<file path="config.mk">
export PLATFORM = sky130hd
export DESIGN_NAME = scr_top
export DESIGN_NICKNAME = d
export VERILOG_FILES = /design/src/scr_pkg.sv /design/src/scr_clkout_div.sv /design/src/scr_top.sv /design/src/scr_wakeup_timer.sv
export VERILOG_INCLUDE_DIRS = /design/src /design/src/src
export SDC_FILE = /design/constraint.sdc
export NUM_CORES = 1
export LEC_CHECK = 0
export ABC_AREA = 1
export CORE_ASPECT_RATIO = 1.4
export CORE_UTILIZATION = 25
export CTS_CLUSTER_DIAMETER = 200
export CTS_CLUSTER_SIZE = 24
export DETAILED_ROUTE_END_ITERATION = 12
export DONT_BUFFER_PORTS = 1
export GPL_ROUTABILITY_DRIVEN = 0
export PLACE_DENSITY = 0.44
export REMOVE_ABC_BUFFERS = 1
export SLEW_MARGIN = 10
export SYNTH_ARGS = -nofsm -noshare
export SYNTH_HDL_FRONTEND = slang
export SYNTH_HIERARCHICAL = 1
export SYNTH_SLANG_ARGS = --single-unit
</file>
<file path="constraint.sdc">
create_clock -name clk_sys_i -period 3.05 [get_ports clk_sys_i]
set_clock_uncertainty 0.05 [all_clocks]
set_input_delay 0 -clock clk_sys_i [delete_from_list [all_inputs] [get_ports clk_sys_i]]
set_output_delay 0 -clock clk_sys_i [all_outputs]
set_load 0.02 [all_outputs]
</file>
<file path="src/scr_defs.svh">
// Purpose: Offsets, field positions, reset values and timing counts.
// Assumes: 32-bit APB words, one register per aligned word.
// Notes:   Definitions only.
`ifndef SCR_DEFS_SVH
`define SCR_DEFS_SVH

// ************************************************************
// Register byte offsets
// ************************************************************
`define SCR_OFF_CLKOUT   12'h000
`define SCR_OFF_PARTID   12'h004
`define SCR_OFF_PMSC1    12'h008
`define SCR_OFF_WAKE     12'h00C
`define SCR_OFF_IRQ_STAT 12'h010
`define SCR_OFF_IRQ_CLR  12'h014
`define SCR_OFF_IRQ_EN   12'h018

// ************************************************************
// Field positions
// ************************************************************
`define SCR_CLKOUT_EN_BIT 4
`define SCR_PM_FLAG_BIT   7
`define SCR_PM_ACK_BIT    6
`define SCR_PM_IRQEN_BIT  5
`define SCR_PM_RSTEN_BIT  4
`define SCR_PM_STOPEN_BIT 3
`define SCR_PM_DETEN_BIT  2
`define SCR_PM_BGEN_BIT   0
`define SCR_WAKE_EXT_BIT  3
`define SCR_IRQ_LOWV_BIT  0
`define SCR_IRQ_WAKE_BIT  1

// ************************************************************
// Reset values and identity
// ************************************************************
`define SCR_PM_RESET     8'h1C
`define SCR_PART_ID      12'h5A3
`define SCR_PM_ONCE_MASK 8'h1C

// ************************************************************
// Timing
// ************************************************************
`define SCR_CLK_HZ      25000000
`define SCR_TICK_US     1000
`define SCR_TICK_CYCLES ((`SCR_CLK_HZ / 1000000) * `SCR_TICK_US)

`endif

</file>
<file path="src/scr_pkg.sv">
// Purpose: Types shared by the system-control register block.
// Assumes: Constants live in scr_defs.svh.
// Notes:   Each module keeps its state in one struct below, apart from rst_sync_q in scr_top.
package scr_pkg;

  // ************************************************************
  // Clock-output divider state
  // ************************************************************
  typedef struct packed {
    logic [2:0] cnt;
    logic       clk;
  } scr_div_state_type;

  // ************************************************************
  // Wakeup timer state
  // ************************************************************
  typedef struct packed {
    logic [15:0] cnt;
    logic        wake;
  } scr_wake_state_type;

  // ************************************************************
  // Top state
  // ************************************************************
  typedef struct packed {
    logic [1:0]  lv_sync;
    logic [1:0]  ext_sync;
    logic        ext_last;
    logic [14:0] tick_cnt;
    logic        tick;
    logic        clkout_en;
    logic [2:0]  clkout_sel;
    logic        lowv_flag;
    logic        lowv_irq_en;
    logic        lowv_rst_en;
    logic        lowv_stop_en;
    logic        lowv_det_en;
    logic        bg_en;
    logic        pm_locked;
    logic [2:0]  wake_sel;
    logic        wake_ext;
    logic [1:0]  irq_stat;
    logic [1:0]  irq_en;
    logic        irq;
    logic        lowv_reset;
    logic        pready;
    logic        pslverr;
    logic [31:0] prdata;
  } scr_top_state_type;

endpackage : scr_pkg

</file>
<file path="src/scr_clkout_div.sv">
// Purpose: Square-wave clock output divided from the bus clock.
// Assumes: Select and enable come from registers on the same clock.
// Notes:   Output is a flip-flop; held low when off or select is zero.
`timescale 1ns/1ps
module scr_clkout_div
  import scr_pkg::*;
(
  // Clock and reset
  input  wire logic       clk_i,
  input  wire logic       rst_n_i,
  // Control
  input  wire logic       en_i,
  input  wire logic [2:0] sel_i,
  // Clock out
  output logic            clk_o
);

  scr_div_state_type s_q;
  scr_div_state_type s_d;

  // Toggle every sel cycles, so one period is twice the select value.
  always_comb
  begin
    s_d = s_q;
    if (!en_i || (sel_i == 3'h0))
    begin
      s_d.cnt = 3'h0;
      s_d.clk = 1'b0; // RULE_03
    end
    else if (s_q.cnt >= 3'(sel_i - 3'h1))
    begin
      s_d.cnt = 3'h0;
      s_d.clk = ~s_q.clk; // RULE_02 RULE_15
    end
    else
    begin
      s_d.cnt = 3'(s_q.cnt + 3'h1);
    end
  end

  // State register.
  always_ff @(posedge clk_i or negedge rst_n_i)
  begin
    if (!rst_n_i)
    begin
      s_q <= '0;
    end
    else
    begin
      s_q <= s_d;
    end
  end

  assign clk_o = s_q.clk;

endmodule : scr_clkout_div

</file>
<file path="src/scr_top.sv">
// Purpose: System-control registers: clock output, part id, wakeup timer,
//          low-voltage status with interrupt and reset requests.
// Assumes: APB master on clk_sys_i; pins arrive asynchronously.
// Notes:   Zero-wait APB slave, one setup and one access cycle.
`timescale 1ns/1ps
`include "scr_defs.svh"

// Summary of operation
// (RULE_01) Clock-output enable bit 4 routes the divided clock onto its pin.
// (RULE_02) Nonzero select gives bus clock divided by twice the select.
// (RULE_03) Zero select with enable set holds the pin low.
// (RULE_04) Upper nibble of part id high is reserved; writes change nothing.
// (RULE_05) Part id low nibble returns id bits 11:8; register is read-only.
// (RULE_06) Wakeup select zero disables the periodic wakeup timer.
// (RULE_07) Internal 1 kHz periods: 8,32,64,128,256,512 ms and 1.024 s.
// (RULE_08) External clock divides: 256 up to 32768 for codes 1 to 7.
// (RULE_09) Read-only low-voltage flag sets on events while detection enabled.
// (RULE_10) Writing acknowledge bit 6 clears the flag; it reads zero.
// (RULE_11) Interrupt enable bit 5 raises an interrupt while the flag is set.
// (RULE_12) Reset enable bit 4 with detection enabled forces reset on flag.
// (RULE_13) Software writes zero to reserved bit 1.
// (RULE_14) Write-once bits accept only the first write after reset.
// (RULE_15) Divider counts bus clocks and toggles for a 50 percent duty.
// (RULE_16) Raw low-voltage input is synchronised and sets the sticky flag.
module scr_top
  import scr_pkg::*;
#(
  parameter int TICK_CYCLES = `SCR_TICK_CYCLES
)
(
  // Clock and reset
  input  wire logic        clk_sys_i,
  input  wire logic        reset_n_i,
  // APB slave
  input  wire logic        psel_i,
  input  wire logic        penable_i,
  input  wire logic        pwrite_i,
  input  wire logic [11:0] paddr_i,
  input  wire logic [31:0] pwdata_i,
  output logic             pready_o,
  output logic             pslverr_o,
  output logic [31:0]      prdata_o,
  // Pins and analog monitor
  input  wire logic        lowv_detect_i,
  input  wire logic        ext_clk_i,
  output logic             clkout_port_pin_o,
  output logic             clkout_pin_enable_o,
  // System requests
  output logic             irq_o,
  output logic             lowv_reset_req_o
);

  // ************************************************************
  // Reset release
  // ************************************************************
  logic [1:0] rst_sync_q;
  logic       rst_n;

  // Assert at once, release two edges later to avoid recovery races.
  always_ff @(posedge clk_sys_i or negedge reset_n_i)
  begin
    if (!reset_n_i)
    begin
      rst_sync_q <= 2'h0;
    end
    else
    begin
      rst_sync_q <= {rst_sync_q[0], 1'b1};
    end
  end

  // Internal reset for every register below.
  assign rst_n = rst_sync_q[1];

  // ************************************************************
  // State and sub-blocks
  // ************************************************************
  // Power register reset image; the write-once bits 4:2 start set.
  localparam logic [7:0] PM_RESET = `SCR_PM_RESET;

  scr_top_state_type s_q;
  scr_top_state_type s_d;
  logic              div_clk;
  logic              wake_pulse;
  logic              wake_step;
  logic              ext_rise;
  logic              acc;
  logic              wr;
  logic [7:0]        wb;
  logic              pm_wr;

  // Clock output divider.
  scr_clkout_div u_div (
    .clk_i   (clk_sys_i),
    .rst_n_i (rst_n),
    .en_i    (s_q.clkout_en),
    .sel_i   (s_q.clkout_sel),
    .clk_o   (div_clk)
  );

  // Periodic wakeup timer.
  scr_wakeup_timer u_wake (
    .clk_i   (clk_sys_i),
    .rst_n_i (rst_n),
    .step_i  (wake_step),
    .ext_i   (s_q.wake_ext),
    .sel_i   (s_q.wake_sel),
    .wake_o  (wake_pulse)
  );

  // ************************************************************
  // Wakeup source and bus decode
  // ************************************************************
  // Source tick: a synchronised external rising edge or the 1 kHz enable.
  // The external clock must stay below half the bus clock or edges are lost.
  assign ext_rise  = s_q.ext_sync[1] & ~s_q.ext_last;
  assign wake_step = s_q.wake_ext ? ext_rise : s_q.tick;

  // APB access-phase decode; a write lands when pready is seen high.
  // A refused access carries the error flag, so it never writes a register.
  assign acc   = psel_i & penable_i & s_q.pready;
  assign wr    = acc & pwrite_i & ~s_q.pslverr;
  assign wb    = pwdata_i[7:0];
  assign pm_wr = wr & (paddr_i == `SCR_OFF_PMSC1);

  // ************************************************************
  // Next-state logic
  // ************************************************************
  always_comb
  begin
    s_d = s_q;

    // Two-flop synchronisers; only the second stage is looked at.
    s_d.lv_sync  = {s_q.lv_sync[0], lowv_detect_i}; // RULE_16
    s_d.ext_sync = {s_q.ext_sync[0], ext_clk_i};
    s_d.ext_last = s_q.ext_sync[1];

    // 1 kHz enable pulse from the bus clock.
    // The 15-bit counter limits TICK_CYCLES to 32768 bus clocks per tick.
    s_d.tick = 1'b0;
    if (s_q.tick_cnt >= 15'(TICK_CYCLES - 1))
    begin
      s_d.tick_cnt = 15'h0000;
      s_d.tick     = 1'b1;
    end
    else
    begin
      s_d.tick_cnt = 15'(s_q.tick_cnt + 15'h0001);
    end

    // Clock-output control; only bit 4 and bits 2:0 are stored.
    // Bits 7:5 and 3 are not stored and read back as zero.
    if (wr && (paddr_i == `SCR_OFF_CLKOUT))
    begin
      s_d.clkout_en  = wb[`SCR_CLKOUT_EN_BIT]; // RULE_01
      s_d.clkout_sel = wb[2:0];
    end

    // Wakeup control.
    // A new select does not restart the count; the next period may run short.
    if (wr && (paddr_i == `SCR_OFF_WAKE))
    begin
      s_d.wake_sel = wb[2:0];
      s_d.wake_ext = wb[`SCR_WAKE_EXT_BIT];
    end

    // Power management: plain read/write bits.
    // Reserved bit 1 is not stored; software is expected to write it as zero.
    if (pm_wr)
    begin
      s_d.lowv_irq_en = wb[`SCR_PM_IRQEN_BIT];
      s_d.bg_en       = wb[`SCR_PM_BGEN_BIT];
    end

    // Write-once bits: the first write locks them until reset.
    // Any write locks them, so a careless first write fixes detection for good.
    if (pm_wr && !s_q.pm_locked)
    begin
      s_d.lowv_rst_en  = wb[`SCR_PM_RSTEN_BIT]; // RULE_14
      s_d.lowv_stop_en = wb[`SCR_PM_STOPEN_BIT];
      s_d.lowv_det_en  = wb[`SCR_PM_DETEN_BIT];
      s_d.pm_locked    = 1'b1;
    end

    // Flag: acknowledge clears, a detected event in the same cycle wins.
    // A raw input still high keeps setting the flag, so an early ack is undone.
    if (pm_wr && wb[`SCR_PM_ACK_BIT])
    begin
      s_d.lowv_flag = 1'b0; // RULE_10
    end
    if (s_q.lv_sync[1] && s_q.lowv_det_en)
    begin
      s_d.lowv_flag = 1'b1; // RULE_09
    end

    // Sticky interrupt status; a new event beats a same-cycle clear.
    if (wr && (paddr_i == `SCR_OFF_IRQ_CLR))
    begin
      s_d.irq_stat = s_q.irq_stat & ~wb[1:0];
    end
    if (s_q.lv_sync[1] && s_q.lowv_det_en)
    begin
      s_d.irq_stat[`SCR_IRQ_LOWV_BIT] = 1'b1;
    end
    if (wake_pulse)
    begin
      s_d.irq_stat[`SCR_IRQ_WAKE_BIT] = 1'b1;
    end
    if (wr && (paddr_i == `SCR_OFF_IRQ_EN))
    begin
      s_d.irq_en = wb[1:0];
    end

    // Interrupt and reset requests follow the registered flag.
    // Registering them costs a cycle but keeps both outputs glitch free.
    s_d.irq = (s_q.lowv_flag & s_q.lowv_irq_en) // RULE_11
            | (|(s_q.irq_stat & s_q.irq_en));
    s_d.lowv_reset = s_q.lowv_flag & s_q.lowv_rst_en
                   & s_q.lowv_det_en; // RULE_12

    // APB answer: ready in the access cycle, data sampled at setup.
    // The read word is captured at setup, so it stands through the access cycle.
    s_d.pready  = psel_i & ~penable_i;
    s_d.pslverr = 1'b0;
    if (psel_i && !penable_i)
    begin
      s_d.prdata = 32'h0000_0000;
      unique case (paddr_i)
        `SCR_OFF_CLKOUT:
        begin
          s_d.prdata[`SCR_CLKOUT_EN_BIT] = s_q.clkout_en;
          s_d.prdata[2:0]                = s_q.clkout_sel;
        end
        `SCR_OFF_PARTID:
        begin
          // Reserved upper nibble reads zero; the register ignores writes.
          s_d.prdata[3:0] = 4'(`SCR_PART_ID >> 8); // RULE_04 RULE_05
        end
        `SCR_OFF_PMSC1:
        begin
          // Acknowledge and reserved bit 1 always read zero.
          s_d.prdata[`SCR_PM_FLAG_BIT]   = s_q.lowv_flag;
          s_d.prdata[`SCR_PM_IRQEN_BIT]  = s_q.lowv_irq_en;
          s_d.prdata[`SCR_PM_RSTEN_BIT]  = s_q.lowv_rst_en;
          s_d.prdata[`SCR_PM_STOPEN_BIT] = s_q.lowv_stop_en;
          s_d.prdata[`SCR_PM_DETEN_BIT]  = s_q.lowv_det_en;
          s_d.prdata[`SCR_PM_BGEN_BIT]   = s_q.bg_en;
        end
        `SCR_OFF_WAKE:
        begin
          s_d.prdata[2:0]               = s_q.wake_sel;
          s_d.prdata[`SCR_WAKE_EXT_BIT] = s_q.wake_ext;
        end
        `SCR_OFF_IRQ_STAT:
        begin
          s_d.prdata[1:0] = s_q.irq_stat;
        end
        `SCR_OFF_IRQ_CLR:
        begin
          s_d.prdata[1:0] = 2'h0;
        end
        `SCR_OFF_IRQ_EN:
        begin
          s_d.prdata[1:0] = s_q.irq_en;
        end
        default:
        begin
          s_d.pslverr = 1'b1;
        end
      endcase
    end
  end

  // ************************************************************
  // State register
  // ************************************************************
  always_ff @(posedge clk_sys_i or negedge rst_n)
  begin
    if (!rst_n)
    begin
      // Only the write-once power bits start set; all else clears.
      s_q              <= '0;
      s_q.lowv_rst_en  <= PM_RESET[`SCR_PM_RSTEN_BIT];
      s_q.lowv_stop_en <= PM_RESET[`SCR_PM_STOPEN_BIT];
      s_q.lowv_det_en  <= PM_RESET[`SCR_PM_DETEN_BIT];
    end
    else
    begin
      s_q <= s_d;
    end
  end

  // ************************************************************
  // Outputs, all from flip-flops
  // ************************************************************
  // Drive the ports from the registered state.
  assign pready_o            = s_q.pready;
  assign pslverr_o           = s_q.pslverr;
  assign prdata_o            = s_q.prdata;
  assign clkout_port_pin_o   = div_clk; // RULE_01
  assign clkout_pin_enable_o = s_q.clkout_en;
  assign irq_o               = s_q.irq;
  assign lowv_reset_req_o    = s_q.lowv_reset;

endmodule : scr_top

</file>
<file path="src/scr_wakeup_timer.sv">
// Purpose: Periodic wakeup timer counting ticks of a chosen source.
// Assumes: step_i is a one-cycle pulse per source tick.
// Notes:   A change of select takes effect on the running count.
`timescale 1ns/1ps
module scr_wakeup_timer
  import scr_pkg::*;
(
  // Clock and reset
  input  wire logic       clk_i,
  input  wire logic       rst_n_i,
  // Control
  input  wire logic       step_i,
  input  wire logic       ext_i,
  input  wire logic [2:0] sel_i,
  // Event
  output logic            wake_o
);

  scr_wake_state_type s_q;
  scr_wake_state_type s_d;
  logic [15:0]        limit;

  // Ticks per period; 1 kHz ticks are milliseconds.
  always_comb
  begin
    limit = 16'h0001;
    unique case ({ext_i, sel_i})
      4'h1: limit = 16'h0008; // RULE_07
      4'h2: limit = 16'h0020;
      4'h3: limit = 16'h0040;
      4'h4: limit = 16'h0080;
      4'h5: limit = 16'h0100;
      4'h6: limit = 16'h0200;
      4'h7: limit = 16'h0400;
      4'h9: limit = 16'h0100; // RULE_08
      4'hA: limit = 16'h0400;
      4'hB: limit = 16'h0800;
      4'hC: limit = 16'h1000;
      4'hD: limit = 16'h2000;
      4'hE: limit = 16'h4000;
      4'hF: limit = 16'h8000;
      default: limit = 16'h0001;
    endcase
  end

  // Count source ticks and pulse once per period.
  always_comb
  begin
    s_d      = s_q;
    s_d.wake = 1'b0;
    if (sel_i == 3'h0)
    begin
      s_d.cnt = 16'h0000; // RULE_06
    end
    else if (step_i)
    begin
      if (s_q.cnt >= 16'(limit - 16'h0001))
      begin
        s_d.cnt  = 16'h0000;
        s_d.wake = 1'b1;
      end
      else
      begin
        s_d.cnt = 16'(s_q.cnt + 16'h0001);
      end
    end
  end

  // State register.
  always_ff @(posedge clk_i or negedge rst_n_i)
  begin
    if (!rst_n_i)
    begin
      s_q <= '0;
    end
    else
    begin
      s_q <= s_d;
    end
  end

  assign wake_o = s_q.wake;

endmodule : scr_wakeup_timer

</file>
## After elaboration in Yosys (flattened, before gate mapping)

Memory sizes are Yosys's and may differ from the RTL's.
Cells that the tools add are included.

| operators by class | value |
|---|---|
| $add $sub $neg | 5 |
| $lt $le $gt $ge | 3 |
| eq/ne operators | 6 |
| multiplexer cells | 25 |
| bitwise logic cells | 18 |
| reductions and logical operators | 22 |

Operators by type and width:

| operator | count |
|---|---|
| equality test 12 x 5 -> 1 bit, second input constant | 3 |
| two-way mux 33 bit | 1 |
| two-way mux 16 bit | 2 |
| equality test 12 x 4 -> 1 bit, second input constant | 2 |
| two-way mux 17 bit | 1 |
| adder 16 x 1 -> 16 bit, second input constant | 1 |
| greater-or-equal comparator 16 bit | 1 |
| subtractor 16 x 1 -> 16 bit, second input constant | 1 |
| adder 15 x 1 -> 15 bit, second input constant | 1 |
| greater-or-equal comparator 15 bit, second input constant | 1 |
| two-way mux 15 bit | 1 |
| equality test 12 x 3 -> 1 bit, second input constant | 1 |
| zero test 12 bit | 1 |
| two-way mux 1 bit | 12 |
| bitwise AND 1 bit | 10 |
| nonzero test 2 bit | 5 |
| logical AND 1 bit | 8 |
| case mux 1 bit (4 select lines) | 2 |
| OR reduction 7 bit | 1 |
| zero test 3 bit | 2 |
| case mux 1 bit (6 select lines) | 1 |
| bitwise AND 2 bit | 2 |
| two-way mux 4 bit | 1 |
| inverter 1 bit | 4 |
| other kinds (11) | 14 |

| storage, ports and cells | value |
|---|---|
| flip-flop bits (word level) | 74 |
| memory bits (read-only) | 208 |
| input bits | 51 |
| memories kept | 1 |

Memories:

| memory | depth | width | rd ports | clocked after memory_dff | wr ports | line | RTL |
|---|---|---|---|---|---|---|---|
| (name not given) | 16 | 13 | 1 | 0 | 0 | scr_wakeup_timer.sv:27 | `unique case ({ext_i, sel_i})` |

## Depth between registers and ports, before layout

| depth | value |
|---|---|
| depth after elaboration | 8 |
| mapped depth | 17 |

## Cells and area by module

The synthesis kept the hierarchy.

By module, submodules not included:

| module | instances | cells each | area each (sq um) | sequential area each (sq um) |
|---|---|---|---|---|
| scr_top | 1 | 338 | 2748.9 | 1330.0 |
| scr_wakeup_timer | 1 | 262 | 1717.9 | 425.4 |
| scr_clkout_div | 1 | 34 | 311.5 | 100.1 |

## Worst setup path after synthesis

No wires, ideal clock.

| path | value |
|---|---|
| path kind | flip-flop to flip-flop |
| from | register s_q[42] in the netlist's numbering |
| to | register u_wake/s_q[5] in the netlist's numbering |
| setup time | 0.078 ns |
| arrival time | 2.349 ns |
| data required time | 2.922 ns |
| path slack | 0.573 ns |
| cell stages (with the launch flop) | 15 |
| buffers on the path | 1 |
| clock period less this slack | 2.477 ns |
| cells stage by stage | dfrtp_1 -> inv_2 -> nand2_4 -> nor2_4 -> inv_1 -> ha_1 -> o2111ai_1 -> xnor2_1 -> ha_1 -> a21oi_1 -> o21ai_1 -> a21oi_2 -> nand2_2 -> buf_6 -> o21bai_1 |

| on the way | value |
|---|---|
| longest elaborated chain between the ends | 6 |
| elaborated cells between the ends (all ways) | 8 |

Ends and longest elaborated chain:

| what | line | RTL |
|---|---|---|
| from (decl) | scr_top.sv:81 | `scr_top_state_type s_q;` |
| memory (16 x 13 bit) | n/a |  |
| subtractor 16 x 1 -> 16 bit | scr_wakeup_timer.sv:57 | `if (s_q.cnt >= 16'(limit - 16'h0001))` |
| greater-or-equal comparator 16 bit | scr_wakeup_timer.sv:57 |  |
| two-way mux 16 bit | scr_wakeup_timer.sv:57 |  |
| two-way mux 17 bit | scr_wakeup_timer.sv:55 | `else if (step_i)` |
| two-way mux 16 bit | scr_wakeup_timer.sv:51 | `if (sel_i == 3'h0)` |
| to (signal assigned) | scr_wakeup_timer.sv:74 | `s_q <= '0;` |
| to (signal assigned) | scr_wakeup_timer.sv:78 | `s_q <= s_d;` |
| to (decl) | scr_wakeup_timer.sv:19 | `scr_wake_state_type s_q;` |

Several ways; a longest one is shown, not always the timed one. The select of a mux whose other input is x is not followed.
A chain may end at the register's enable or synchronous reset.

## Final worst setup path

| path | value |
|---|---|
| from | register s_q[42] in the netlist's numbering |
| to | register u_wake/s_q[11] in the netlist's numbering |

Same word-level chain as after synthesis.

==> results.sh <==
export IMPL_clock_latency_ps=340
export IMPL_cp_data_required_time_ps=3210
export IMPL_worstSetupPathType="reg -> reg"
export IMPL_synthFlopType="dfrtp_1"
export IMPL_vias=3960
export IMPL_slowest_delay_ps=490
export IMPL_ys_ff_latch=74
export IMPL_grt_max_degree=73
export IMPL_routedWlPerCell_um=12.1
export IMPL_globalRouteOverflowTotal=0
export IMPL_synthArstFlopShare=1.00
export IMPL_final_cell_mix="nand2_1, nor2_1, inv_1"
export IMPL_drcViolationCount=0
export IMPL_antenna_found_initial=0
export IMPL_vias_per_cell=4.37
export IMPL_detailed_place_hpwl_mm=8.19
export IMPL_ys_seq_area_frac=0.388
export IMPL_multi_input_area_um2=2400
export IMPL_slew_viol_final=0
export IMPL_vdd_drop_max_mv=0.246
export IMPL_syn_cell_area_um2=4780
export IMPL_cellLeakagePower_nw=2.54
export IMPL_htree_levels=3
export IMPL_worst_setup_path_end_kind="flip-flop"
export IMPL_regArea_um2=1860
export IMPL_grt_pass1_wl_mm=18.6
export IMPL_root_buffer="clkbuf_16"
export IMPL_fin_area_um2=5470
export IMPL_dr_pass1_iters=4
export IMPL_ioPinCount=89
export IMPL_clock_fmax_mhz=371
export IMPL_rsz0062_at_grt="false"
export IMPL_setup_violations=0
export IMPL_path_cells="inv_2, nand2_4, nor2_4, inv_1, ha_1, o2111ai_1, xnor2_1, ha_1, nand2_1, nor3_1, nand2_2, nand2_2, o21bai_1"
export IMPL_grt_pass1_vias=3995
export IMPL_maxCapViolCount=0
export IMPL_core_area_um2=18700
export IMPL_cts_tree="yes"
export IMPL_hold_viol=0
export IMPL_post_cts_resized=0
export IMPL_p_per_area_nw_per_um2=417
export IMPL_initial_utilization=0.256
export IMPL_synth_distinct_cells=42
export IMPL_arrival_ps=2860
export IMPL_min_period_over_period=0.883
export IMPL_cts_setup_buffers=0
export IMPL_die_w_um=119
export IMPL_fill_cells=2024
export IMPL_syn_inst=634
export IMPL_min_delay_path_class="in -> reg"
export IMPL_die_y_um=166
export IMPL_place_area_um2=4900
export IMPL_syn_to_final_growth_pct=14.4
export IMPL_drive_gt1_frac=0.0830
export IMPL_min_period_ps=2690
export IMPL_grtUsageTotal=0.120
export IMPL_nets=734
export IMPL_fin_tns_setup_ps=0
export IMPL_avgSynthCellArea_um2=7.54
export IMPL_relSlewSlack=0.361
export IMPL_status="completed"
export IMPL_yosysWarnings=6
export IMPL_dieArea_um2=19700
export IMPL_clock_sinks=74
export IMPL_drtIter0Drc=300
export IMPL_worstMarginPinSlew_ps=958
export IMPL_diodes=0
export IMPL_crit_path_max_fanout=13
export IMPL_cp_start_kind="flip-flop"
export IMPL_clk_path_buf_depth=2
export IMPL_cpMaxStageDelayCell="dfrtp_1"
export IMPL_io_buffers=0
export IMPL_num_rows=59
export IMPL_ant_nets=0
export IMPL_synth_edf_count=0
export IMPL_cts_hold_buffers=24
export IMPL_cts_buffers=9
export IMPL_final_common_cell="nand2_1"
export IMPL_clkSlewWorstSetupHoldPaths_ps=60
export IMPL_wirelength_mm=10.9
## metal layers
layer  up-vias  global-route usage  wire, um
met3        21              0.0172       295
met5         -                   0         0
met2        84               0.228      5750
met4         0              0.0685       350
met1      1840               0.126      4550
li1       2015                   -         -
## state kept, by name, summed over array words and instances (netlist names)
signal / flops
s_q: 36
u_wake/s_q: 16
prdata_o: 7
s_d: 3
u_div/s_q: 3
rst_sync_q: 2
clkout_pin_enable_o: 1
irq_o: 1
lowv_reset_req_o: 1
pready_o: 1
pslverr_o: 1
u_div/clk_o: 1
u_wake/wake_o: 1
## path summary, 6_finish.rpt
| check | start | endpoint | slack (ps) | cells past startpoint |
|---|---|---|---|---|
| worst max-delay path | s_q[42] | u_wake/s_q[11] | 360 | 13 |
| worst min-delay path | pwrite_i | s_q[38] | 10 | 5 |
| worst max register to register | s_q[42] | u_wake/s_q[11] | 360 | 13 |
| worst min register to register | s_d[73] | s_d[71] | 300 | 0 |
| max in group asynchronous | rst_sync_q[1] | prdata_o[0] | 1890 | 0 |
| min in group asynchronous | reset_n_i | rst_sync_q[1] | 360 | 2 |
## power breakdown
part	total (mW)	leakage, nW	internal (mW)	switching, mW
logic	0.0845	1.41	0.0256	0.0589
clock network	1.17	0.158	0.725	0.444
registers	1.02	0.968	0.993	0.0312
total	2.28	2.54	1.74	0.534
## worst max-delay path: cells and delay by family, from the launching register on
family | cells | cell delay, ps
compound gates | 2 | 280
fa+ha+maj | 2 | 540
simple gates | 6 | 830
xor+xnor | 1 | 170
buf+inv | 2 | 200
flops | 1 | 490
## final cells by class
| type | instances | area share |
|---|---|---|
| clock buffers | 9 | 0.0412 |
| flip-flops and latches | 74 | 0.340 |
| clock inverters | 7 | 0.0185 |
| well taps | 244 | 0.0558 |
| repair buffers | 27 | 0.0481 |
| multi-input cells | 464 | 0.440 |
| inverters | 82 | 0.0565 |
## cells in the mapped netlist (2+ instances only)
cell / n / area (um^2)
a21oi_1: 7 / 35.0
a21oi_2: 2 / 17.5
a31oi_1: 2 / 12.5
buf_4: 32 / 240
buf_6: 5 / 56.3
conb_1: 3 / 11.3
dfrtp_1: 71 / 1780
dfstp_2: 3 / 78.8
ha_1: 25 / 313
inv_1: 74 / 278
inv_2: 6 / 22.5
nand2_1: 150 / 563
nand2_2: 7 / 43.8
nand3_1: 53 / 265
nand3_2: 2 / 20.0
nand4_1: 11 / 68.8
nor2_1: 91 / 342
nor2_2: 2 / 12.5
nor2_4: 5 / 56.3
nor3_1: 7 / 35.0
nor3_2: 2 / 20.0
o211ai_1: 3 / 22.5
o21ai_0: 22 / 110
o21ai_1: 7 / 35.0
o21bai_1: 14 / 105
xnor2_1: 3 / 26.3
xor2_1: 10 / 87.6
## logic make-up (layout without fill, tap and decap cells)
kind of cell	count (synthesis)	in the layout	synth area share
AO/OA/AOI/OAI	63	63	0.0825
XOR/XNOR	13	13	0.0238
adder cells (fa/ha/maj)	25	25	0.0655
buffers and inverters	120	125	0.128
flip-flops	74	74	0.388
other	3	27	0.00236
AND/OR/NAND/NOR	336	336	0.310
## metrics by stage
stage / instances / total power [mW] / hold WS (ps) / utilization / setup WS, ps
after floorplan: 620 / 1.09 / -346 / - / 597
after global routing: 907 / 2.38 / 31.2 / 0.293 / 71.9
after detailed placement: 867 / 1.11 / -346 / 0.262 / 323
after CTS: 907 / 2.32 / 2.27 / 0.293 / 309
final: 907 / 2.28 / 13.0 / 0.293 / 358
after global placement: 867 / 1.11 / -346 / 0.262 / 377
Note: power is estimated with default switching activity, not from simulation.
